[src/pkg/acr_map.vh]
`ifndef ACR_MAP_VH
`define ACR_MAP_VH
`define ACR_ADDR_MUX       8'hD7
`define ACR_ADDR_IRQ       8'hD8
`define ACR_ADDR_RES_LO    8'hD9
`define ACR_ADDR_RES_MID   8'hDA
`define ACR_ADDR_RES_HI    8'hDB
`define ACR_ADDR_AFC       8'hDC
`define ACR_ADDR_CFC       8'hDD
`define ACR_RST_MUX        8'h01
`define ACR_RST_IRQ        8'h40
`define ACR_RST_AFC        8'h30
`define ACR_RST_CFC        8'h00
`define ACR_MUX_TEMP       8'hFF
`define ACR_NEG_COMMON     4'h8
`define ACR_BIT_BAUD2      7
`define ACR_BIT_AUX_EN     5
`define ACR_BIT_AUX_FLAG   4
`define ACR_BIT_WDT_FLAG   3
`define ACR_BIT_BURNOUT    6
`define ACR_BIT_REF_EN     5
`define ACR_BIT_REF_LVL    4
`define ACR_BIT_BUF_EN     3
`define ACR_BIT_POL        6
`define ACR_CAL_RESERVED   3'h6
`endif

[src/acr_regs.v]
`timescale 1ns/1ps
`include "acr_map.vh"
module acr_regs (
  input  wire        ref_clk,            // core clock
  input  wire        rstn,               // async reset, active low
  input  wire [7:0]  sfr_addr,           // register address
  input  wire [7:0]  sfr_wdata,          // write data
  input  wire        sfr_wr,             // write strobe
  input  wire        sfr_rd,             // read strobe
  output reg  [7:0]  sfr_rdata,          // read data
  output wire        sfr_hit,            // address is ours
  input  wire        conv_done,          // one-cycle conversion complete
  input  wire [23:0] conv_sample,        // modulator sample, two's complement
  input  wire        aux_source_pending, // any masked aux source pending
  input  wire        watchdog_event,     // watchdog expiry pulse
  input  wire        wdt_reset_enable,   // reset action from hardware_config_zero
  output wire        watchdog_reset,     // watchdog reset request
  output wire        data_irq,           // converter data interrupt
  output wire        aux_irq,            // auxiliary interrupt request
  output wire        watchdog_irq,       // watchdog interrupt request
  output wire        port1_baud_doubler, // serial port 1 double rate
  output reg  [8:0]  neg_input_onehot,   // inputs 0-7, bit 8 common
  output reg         temp_sensor_on,     // temperature sensor connected
  output wire [7:0]  input_mux_reg,      // full mux register
  output wire        burnout_current_enable, // burnout sources on
  output wire        internal_ref_enable,    // reference on
  output wire        ref_level_select,       // 1 = 2.5V
  output wire        input_buffer_enable,    // buffer on
  output wire [2:0]  gain_select,        // gain code
  output wire [7:0]  gain_factor,        // gain value 1..128
  output wire        result_coding_select, // 1 = unipolar
  output wire [1:0]  settling_select,    // filter settling mode
  output reg         cal_start,          // calibration start pulse
  output reg  [2:0]  calibration_select  // calibration code latched at start
);

  localparam [7:0] rst_irq_value = `ACR_RST_IRQ;

  // stored register state
  reg  [7:0]  mux_reg;
  reg         baud_double;
  reg         aux_enable;
  reg         aux_flag;
  reg         wdt_flag;
  reg  [7:0]  analog_front_control;
  reg  [7:0]  coding_filter_cal_control;
  reg  [23:0] result_word;
  reg         data_pend;

  // combinational helpers
  reg  [7:0]  next_rdata;
  reg  [23:0] next_result;
  reg  [23:0] unipolar_code;
  reg  [7:0]  next_gain;
  reg         next_aux_flag;
  reg         next_wdt_flag;
  reg         next_cal_start;
  reg         addr_in_range;

  wire [7:0]  irq_enable_flags;
  wire        wr_mux;
  wire        wr_irq;
  wire        wr_afc;
  wire        wr_cfc;
  wire        rd_low;
  wire        wdt_irq_path;
  wire [2:0]  cal_code_in;

  // one write strobe per writable register, plus a read strobe for the low result byte
  assign wr_mux      = sfr_wr && (sfr_addr == `ACR_ADDR_MUX);
  assign wr_irq      = sfr_wr && (sfr_addr == `ACR_ADDR_IRQ);
  assign wr_afc      = sfr_wr && (sfr_addr == `ACR_ADDR_AFC);
  assign wr_cfc      = sfr_wr && (sfr_addr == `ACR_ADDR_CFC);
  assign rd_low      = sfr_rd && (sfr_addr == `ACR_ADDR_RES_LO);
  assign cal_code_in = sfr_wdata[2:0];

  assign input_mux_reg  = mux_reg;
  assign wdt_irq_path   = !wdt_reset_enable;
  assign watchdog_reset = wdt_reset_enable && watchdog_event;

  always @* begin
    case (sfr_addr)
      `ACR_ADDR_MUX:     addr_in_range = 1'b1;
      `ACR_ADDR_IRQ:     addr_in_range = 1'b1;
      `ACR_ADDR_RES_LO:  addr_in_range = 1'b1;
      `ACR_ADDR_RES_MID: addr_in_range = 1'b1;
      `ACR_ADDR_RES_HI:  addr_in_range = 1'b1;
      `ACR_ADDR_AFC:     addr_in_range = 1'b1;
      `ACR_ADDR_CFC:     addr_in_range = 1'b1;
      default:           addr_in_range = 1'b0;
    endcase
  end
  assign sfr_hit = addr_in_range;

  // multiplexer register
  always @(posedge ref_clk or negedge rstn) begin
    if (!rstn) begin
      mux_reg <= `ACR_RST_MUX;
    end else if (wr_mux) begin
      mux_reg <= sfr_wdata;
    end
  end

  // front-end control; bit 7 is unused and reads zero
  always @(posedge ref_clk or negedge rstn) begin
    if (!rstn) begin
      analog_front_control <= `ACR_RST_AFC;
    end else if (wr_afc) begin
      analog_front_control <= {1'b0, sfr_wdata[6:0]};
    end
  end

  // coding, settling and calibration control; bit 7 is unused
  always @(posedge ref_clk or negedge rstn) begin
    if (!rstn) begin
      coding_filter_cal_control <= `ACR_RST_CFC;
    end else if (wr_cfc) begin
      coding_filter_cal_control <= {1'b0, sfr_wdata[6:0]};
    end
  end

  // reserved codes are stored but start nothing
  always @* begin
    next_cal_start = 1'b0;
    if (wr_cfc) begin
      case (cal_code_in)
        3'h1:    next_cal_start = 1'b1;
        3'h2:    next_cal_start = 1'b1;
        3'h3:    next_cal_start = 1'b1;
        3'h4:    next_cal_start = 1'b1;
        3'h5:    next_cal_start = 1'b1;
        default: next_cal_start = 1'b0;
      endcase
    end
  end

  always @(posedge ref_clk or negedge rstn) begin
    if (!rstn) begin
      cal_start <= 1'b0;
      calibration_select <= 3'h0;
    end else begin
      cal_start <= next_cal_start;
      if (next_cal_start)
        calibration_select <= cal_code_in;
    end
  end

  // serial doubler and aux enable are plain software bits
  always @(posedge ref_clk or negedge rstn) begin
    if (!rstn) begin
      baud_double <= rst_irq_value[`ACR_BIT_BAUD2];
      aux_enable <= rst_irq_value[`ACR_BIT_AUX_EN];
    end else if (wr_irq) begin
      baud_double <= sfr_wdata[`ACR_BIT_BAUD2];
      aux_enable <= sfr_wdata[`ACR_BIT_AUX_EN];
    end
  end

  // a source still pending re-raises the flag; set wins over a clear
  always @* begin
    next_aux_flag = aux_flag;
    if (aux_source_pending)
      next_aux_flag = 1'b1;
    else if (wr_irq)
      next_aux_flag = sfr_wdata[`ACR_BIT_AUX_FLAG];
  end

  always @* begin
    next_wdt_flag = wdt_flag;
    if (watchdog_event && wdt_irq_path)
      next_wdt_flag = 1'b1;
    else if (wr_irq)
      next_wdt_flag = sfr_wdata[`ACR_BIT_WDT_FLAG];
  end

  always @(posedge ref_clk or negedge rstn) begin
    if (!rstn) begin
      aux_flag <= rst_irq_value[`ACR_BIT_AUX_FLAG];
      wdt_flag <= rst_irq_value[`ACR_BIT_WDT_FLAG];
    end else begin
      aux_flag <= next_aux_flag;
      wdt_flag <= next_wdt_flag;
    end
  end

  // bit 6 reads as one and bits 2-0 as zero
  assign irq_enable_flags   = {baud_double, 1'b1, aux_enable, aux_flag, wdt_flag, 3'h0};
  assign port1_baud_doubler = baud_double;
  assign aux_irq            = aux_enable && aux_flag;
  // no separate watchdog enable here; the path is gated by the reset action
  assign watchdog_irq       = wdt_irq_path && wdt_flag;

  // unipolar: half the lsb size, negatives clamp to zero
  always @* begin
    if (conv_sample[23])
      unipolar_code = 24'h000000;
    else
      unipolar_code = {conv_sample[22:0], conv_sample[22]};
  end

  always @* begin
    if (result_coding_select)
      next_result = unipolar_code;
    else
      next_result = conv_sample;
  end

  // all three bytes load together so a byte-wise read stays coherent
  always @(posedge ref_clk or negedge rstn) begin
    if (!rstn) begin
      result_word <= 24'h000000;
    end else if (conv_done) begin
      result_word <= next_result;
    end
  end

  // a new sample wins over a read clear in the same cycle
  always @(posedge ref_clk or negedge rstn) begin
    if (!rstn) begin
      data_pend <= 1'b0;
    end else if (conv_done) begin
      data_pend <= 1'b1;
    end else if (rd_low) begin
      data_pend <= 1'b0;
    end
  end
  assign data_irq = data_pend;

  // read data registered one cycle after the strobe, held until the next read
  always @* begin
    case (sfr_addr)
      `ACR_ADDR_MUX:     next_rdata = mux_reg;
      `ACR_ADDR_IRQ:     next_rdata = irq_enable_flags;
      `ACR_ADDR_RES_LO:  next_rdata = result_word[7:0];
      `ACR_ADDR_RES_MID: next_rdata = result_word[15:8];
      `ACR_ADDR_RES_HI:  next_rdata = result_word[23:16];
      `ACR_ADDR_AFC:     next_rdata = analog_front_control;
      `ACR_ADDR_CFC:     next_rdata = coding_filter_cal_control;
      default:           next_rdata = 8'h00;
    endcase
  end

  always @(posedge ref_clk or negedge rstn) begin
    if (!rstn)
      sfr_rdata <= 8'h00;
    else if (sfr_rd)
      sfr_rdata <= next_rdata;
  end

  // negative input decode; codes 9 to 15 route no input
  always @* begin
    neg_input_onehot = 9'h000;
    temp_sensor_on = (mux_reg == `ACR_MUX_TEMP);
    case (mux_reg[3:0])
      4'h0:    neg_input_onehot = 9'h001;
      4'h1:    neg_input_onehot = 9'h002;
      4'h2:    neg_input_onehot = 9'h004;
      4'h3:    neg_input_onehot = 9'h008;
      4'h4:    neg_input_onehot = 9'h010;
      4'h5:    neg_input_onehot = 9'h020;
      4'h6:    neg_input_onehot = 9'h040;
      4'h7:    neg_input_onehot = 9'h080;
      4'h8:    neg_input_onehot = 9'h100;
      default: neg_input_onehot = 9'h000;
    endcase
  end

  // gain as a value, two to the power of the code
  always @* begin
    case (gain_select)
      3'h0:    next_gain = 8'h01;
      3'h1:    next_gain = 8'h02;
      3'h2:    next_gain = 8'h04;
      3'h3:    next_gain = 8'h08;
      3'h4:    next_gain = 8'h10;
      3'h5:    next_gain = 8'h20;
      3'h6:    next_gain = 8'h40;
      3'h7:    next_gain = 8'h80;
      default: next_gain = 8'h01;
    endcase
  end
  assign gain_factor = next_gain;

  // an open input with burnout on reads full scale; nothing here clamps it
  assign burnout_current_enable = analog_front_control[`ACR_BIT_BURNOUT];
  assign internal_ref_enable    = analog_front_control[`ACR_BIT_REF_EN];
  assign ref_level_select       = analog_front_control[`ACR_BIT_REF_LVL];
  assign input_buffer_enable    = analog_front_control[`ACR_BIT_BUF_EN];
  assign gain_select            = analog_front_control[2:0];
  assign result_coding_select   = coding_filter_cal_control[`ACR_BIT_POL];
  assign settling_select        = coding_filter_cal_control[5:4];

endmodule
[config.mk]
export PLATFORM = sky130hd
export DESIGN_NAME = acr_regs
export DESIGN_NICKNAME = d
export VERILOG_FILES = /design/src/acr_regs.v
export VERILOG_INCLUDE_DIRS = /design/src /design/src/pkg
export SDC_FILE = /design/constraint.sdc
export NUM_CORES = 1
export LEC_CHECK = 0
export BUFFER_PORTS_ARGS = -buffer_cell sky130_fd_sc_hd__buf_2
export CORE_ASPECT_RATIO = 0.8
export CORE_MARGIN = 5
export CORE_UTILIZATION = 56
export CTS_BUF_LIST = sky130_fd_sc_hd__clkbuf_16
export DETAILED_ROUTE_END_ITERATION = 10
export HOLD_SLACK_MARGIN = 0.03
export MAX_ROUTING_LAYER = met4
export PLACE_DENSITY = 0.89
export SYNTH_ARGS = -nofsm -noshare
export SYNTH_HDL_FRONTEND = slang
export SYNTH_SLANG_ARGS = --single-unit
[constraint.sdc]
create_clock -name ref_clk -period 3.44 [get_ports ref_clk]
set_clock_uncertainty 0.1 [all_clocks]
set_input_delay 0.172 -clock ref_clk [delete_from_list [all_inputs] [get_ports ref_clk]]
set_output_delay 0.172 -clock ref_clk [all_outputs]
set_load 0.02 [all_outputs]
Yosys cells after proc, flatten, opt, wreduce, memory -nomap -nowiden
Memories as Yosys holds them, arrays and structs flattened.
Cells that the tools add are included.
{"block": "classes", "mux": 12, "n_reduce_logical": 15, "n_eq_ne": 13}
{"operator": "8-bit == test, second input constant", "n": 8}
{"operator": "8-bit case mux with 7 select lines", "n": 1}
{"operator": "24-bit two-way mux", "n": 2}
{"operator": "1-bit logical AND", "n": 9}
{"operator": "1-bit two-way mux", "n": 9}
{"operator": "7-bit OR reduction", "n": 1}
{"operator": "3-bit by 2-bit == test with 1-bit output, second input constant", "n": 2}
{"operator": "3-bit == test, second input constant", "n": 2}
{"operator": "2-bit nonzero test", "n": 3}
{"operator": "5-bit OR reduction", "n": 1}
{"operator": "3-bit by 1-bit == test with 1-bit output, second input constant", "n": 1}
{"operator": "1-bit logical NOT", "n": 1}
{"block": "word_totals", "word_cells": 54, "ff_bits": 63, "romBits": 208, "out_inout_bits": 54, "memories": 2, "inputBits": 48}
{"memory": "(no name shown)", "depth": 16, "width": 9, "read_ports": 1, "rd_clocked_by_memory_dff": 0, "wr": 0, "line": "acr_regs.v:254", "text": "case (mux_reg[3:0])"}
{"memory": "(no name shown)", "depth": 8, "width": 8, "read_ports": 1, "rd_clocked_by_memory_dff": 0, "wr": 0, "line": "acr_regs.v:270", "text": "case (gain_select)"}

Logic depth before layout (Yosys ltp)
{"block": "logic_depth", "ltp_word": 4, "depth_mapped": 6, "ltp_nobuf": 4}

Worst setup path after synthesis
OpenSTA, ideal clock, no wires.
{"block": "synth_path", "path_type": "register to output", "start": "register mux_reg[3], in the netlist input_mux_reg[3]", "end": "output port neg_input_onehot[8]", "n_path_buf": 1, "arrival_ns": 1.442, "required_ns": 3.168, "path_stages_with_launch": 3, "setup_slack_ns": 1.726, "cell_sequence": "dfrtp_1 > clkbuf_1 > nor4b_1"}
{"block": "synth_between", "elab_chain_cells": 1}
{"item": "from (decl)", "line": "acr_regs.v:40", "text": "reg [7:0] mux_reg;"}
{"item": "from (signal assigned)", "line": "acr_regs.v:98", "text": "mux_reg <= `ACR_RST_MUX;"}
{"item": "from (signal assigned)", "line": "acr_regs.v:100", "text": "mux_reg <= sfr_wdata;"}
{"item": "memory 16 x 9 bit"}
{"item": "to (decl)", "line": "acr_regs.v:22", "text": "output reg [8:0] neg_input_onehot,"}
No other way between the ends.

Worst setup path in the final report
{"block": "layout_path", "start": "register coding_filter_cal_control[6]", "end": "register result_word[4]"}
{"block": "layout_between", "elab_chain_cells": 1}
{"item": "from (decl)", "line": "acr_regs.v:46", "text": "reg [7:0] coding_filter_cal_control;"}
{"item": "from (signal assigned)", "line": "acr_regs.v:116", "text": "coding_filter_cal_control <= `ACR_RST_CFC;"}
{"item": "from (signal assigned)", "line": "acr_regs.v:118", "text": "coding_filter_cal_control <= {1'b0, sfr_wdata[6:0]};"}
{"item": "24-bit two-way mux", "line": "acr_regs.v:202", "text": "if (result_coding_select)"}
{"item": "to (signal assigned)", "line": "acr_regs.v:213", "text": "result_word <= next_result;"}
{"item": "to (decl)", "line": "acr_regs.v:47", "text": "reg [23:0] result_word;"}
No other way between the ends.
A chain may end at the register's enable or synchronous reset.

==> qor.yml <==
status:
  status: "completed"
sta:
  worst_slack_ps: 1350
  slew_headroom: 0.403
  finalSetupViolCount: 0
  whs_ps: 35.3
  min_period_ps: 2090
  final_max_slew_viol_count: 0
  fin_crit_sh: 0.608
  worst_pin_slew_ps: 895
  hold_violations: 0
  fmax_mhz: 478
  rsz0062_at_grt: "no"
  finalSetupTns_ps: 0
routing:
  detail_route.first_pass.iterations: 6
  drt_first_iter_violations: 335
  routedWlPerCell_um: 18.7
  vias: 3110
  viasPerCell: 5.87
  ant_nets: 0
  route.detailed.drc: 0
  wl_mm: 9.92
synthesis:
  async_flop_share: 1.00
  ys_warn_count: 0
  synthFlopType: "dfrtp_1"
  synth_cell_types: 61
  synth_largest_area_cell: "dfrtp_1"
  synth_cells: 349
  synth_top_area_share: 0.432
  synth_area_leaders: "dfrtp_1 43%, a21oi_1 7.3%, nor2b_1 5.0%"
  synth_seq_area_share: 0.455
  mappedNetlistArea_um2: 3470
  syn_avg_cell_area_um2: 9.95
  syn_nets: 397
  synth_edf_count: 0
  ys_ff_latch: 63
floorplan:
  coreArea_um2: 5970
  dieWidth_um: 98.1
  fp.dieArea_um2: 7890
  start_util: 0.581
  row_count: 25
  io_pins: 102
  die_h_um: 80.4
flow_run:
  max_cap_violations: 0
final_layout:
  final_common_cell: "buf_2"
  final_cell_area_um2: 4320
  fin_util: 0.723
  layout.nets: 492
  layout_common_cells: "101 x buf_2, 60 x dfrtp_1, 51 x a21oi_1"
  areaGrowthSynthToFinish_pct: 24.3
  largest_register_ffs: 24
  drive_gt1_frac: 0.327
  layoutNonFillerInstCount: 530
  fillers: 466
  antennaDiodeCount: 0
grt:
  grtUsageTotal: 0.273
  antenna_found_initial: 0
  grt_max_degree: 50
  grt_pass1_wl_mm: 16.3
  grt-ovfl-total: 0
  grt_pass1_vias: 3102
setup_path:
  start_kind: "flop"
  timing.rr.start: "coding_filter_cal_control[6]"
  critPathKind: "flop to flop"
  worst_ep_arrival_time_ps: 2230
  crit_start: "coding_filter_cal_control[6]"
  crit_path_max_fanout: 29
  required_ps: 3580
  end_kind: "flop"
pwr:
  fin_total_pwr_mw: 1.95
  power_density_nw_per_um2: 451
  leakage_nw: 2.12
  ir_drop_v: 0.000388
place:
  place_congestion: 0.876
  place_ws_ps: 1370
  place_area_um2: 3970
  hpwl_mm: 7.02
  io_buffers: 101
  dp.cells: 507
clocking:
  clock_path_buffers: 2
  h-tree-depth: 3
  cts_buffers: 9
  cts.repair.resized: 0
  post-cts-setup-buffer-count: 0
  worstSkewPairLatency_ps: 330
  hold_buffers: 7
  clkTransAtPathRegs_ps: 50
  cts.sinks: 63
  cts-root-buf: "clkbuf_16"
  cts_tree: "done"
worst_hold_path:
  worstHoldStart: "sfr_wdata[3]"
  hold_class: "input port to flop"
-- per-layer routing --
metal / track usage / wire (um) / part of all wire
met5: - / 0 / 0
met4: 0.0678 / 103 / 0.010
met3: 0.0712 / 869 / 0.088
met2: 0.428 / 4700 / 0.47
met1: 0.357 / 4240 / 0.43
-- critical path, stage by stage, from the launching register on --
cell	delay (ps)
dfrtp_1	920
nor2b_1	410
buf_4	300
a21oi_1	100
a21oi_1	160
-- cell type report --
class	count	area (um^2)	area share
inverter	11	41.3	0.00957
clock buffer	9	225	0.0522
clock inverter	7	56.3	0.0130
multi-input combinational	249	1720	0.399
sequential	63	1580	0.366
timing repair buffer	110	591	0.137
tap	81	101	0.0235
-- cell usage after synthesis, types with 2 or more instances --
master and instances:
a32o_1 3, mux2i_1 6, nand4_1 3, nor2b_1 28, and3b_1 2, o32ai_1 3
nand2b_1 4, nand2_1 16, a211oi_1 2, a21oi_1 51, a22o_1 10, o2bb2ai_1 4
o21ai_1 5, nor2_1 32, nor3b_1 4, dfstp_2 3, buf_1 2, a311oi_1 2
nand3b_1 2, and2_1 4, nor3_1 8, mux2_1 6, buf_4 5, dfrtp_1 60
inv_1 11, o221ai_1 2, and3_1 2, and2b_1 2, buf_2 5, a221oi_1 2
mux2_2 11, a21o_1 2, mux2_4 7, clkbuf_1 13
-- kinds of logic (layout without fill, tap and decap cells) --
logic type | after synthesis | after routing | synth area share
AOI/OAI and AO/OA | 97 | 97 | 0.181
buffers and inverters | 37 | 137 | 0.0494
DFF | 63 | 63 | 0.455
muxes | 31 | 31 | 0.109
and+or+nand+nor | 121 | 121 | 0.205
-- power breakdown --
| part | internal (mW) | leakage (nW) | total, mW | switching (mW) |
|---|---|---|---|---|
| Sequential | 0.783 | 0.766 | 0.828 | 0.0447 |
| Combinational | 0.106 | 1.21 | 0.260 | 0.154 |
| Clock | 0.548 | 0.149 | 0.859 | 0.311 |
| Total | 1.44 | 2.12 | 1.95 | 0.510 |
-- worst paths after layout --
path / end / cells after the start / slack [ps]
max: result_word[4] / 4 / 1350
min: input_mux_reg[3] / 2 / 40
max reg2reg: result_word[4] / 4 / 1350
min reg2reg: data_irq / 1 / 380
max in group asynchronous: input_mux_reg[0] / 3 / 1970
min in group asynchronous: calibration_select[2] / 2 / 380
Note: power is estimated with default switching activity, not from simulation.
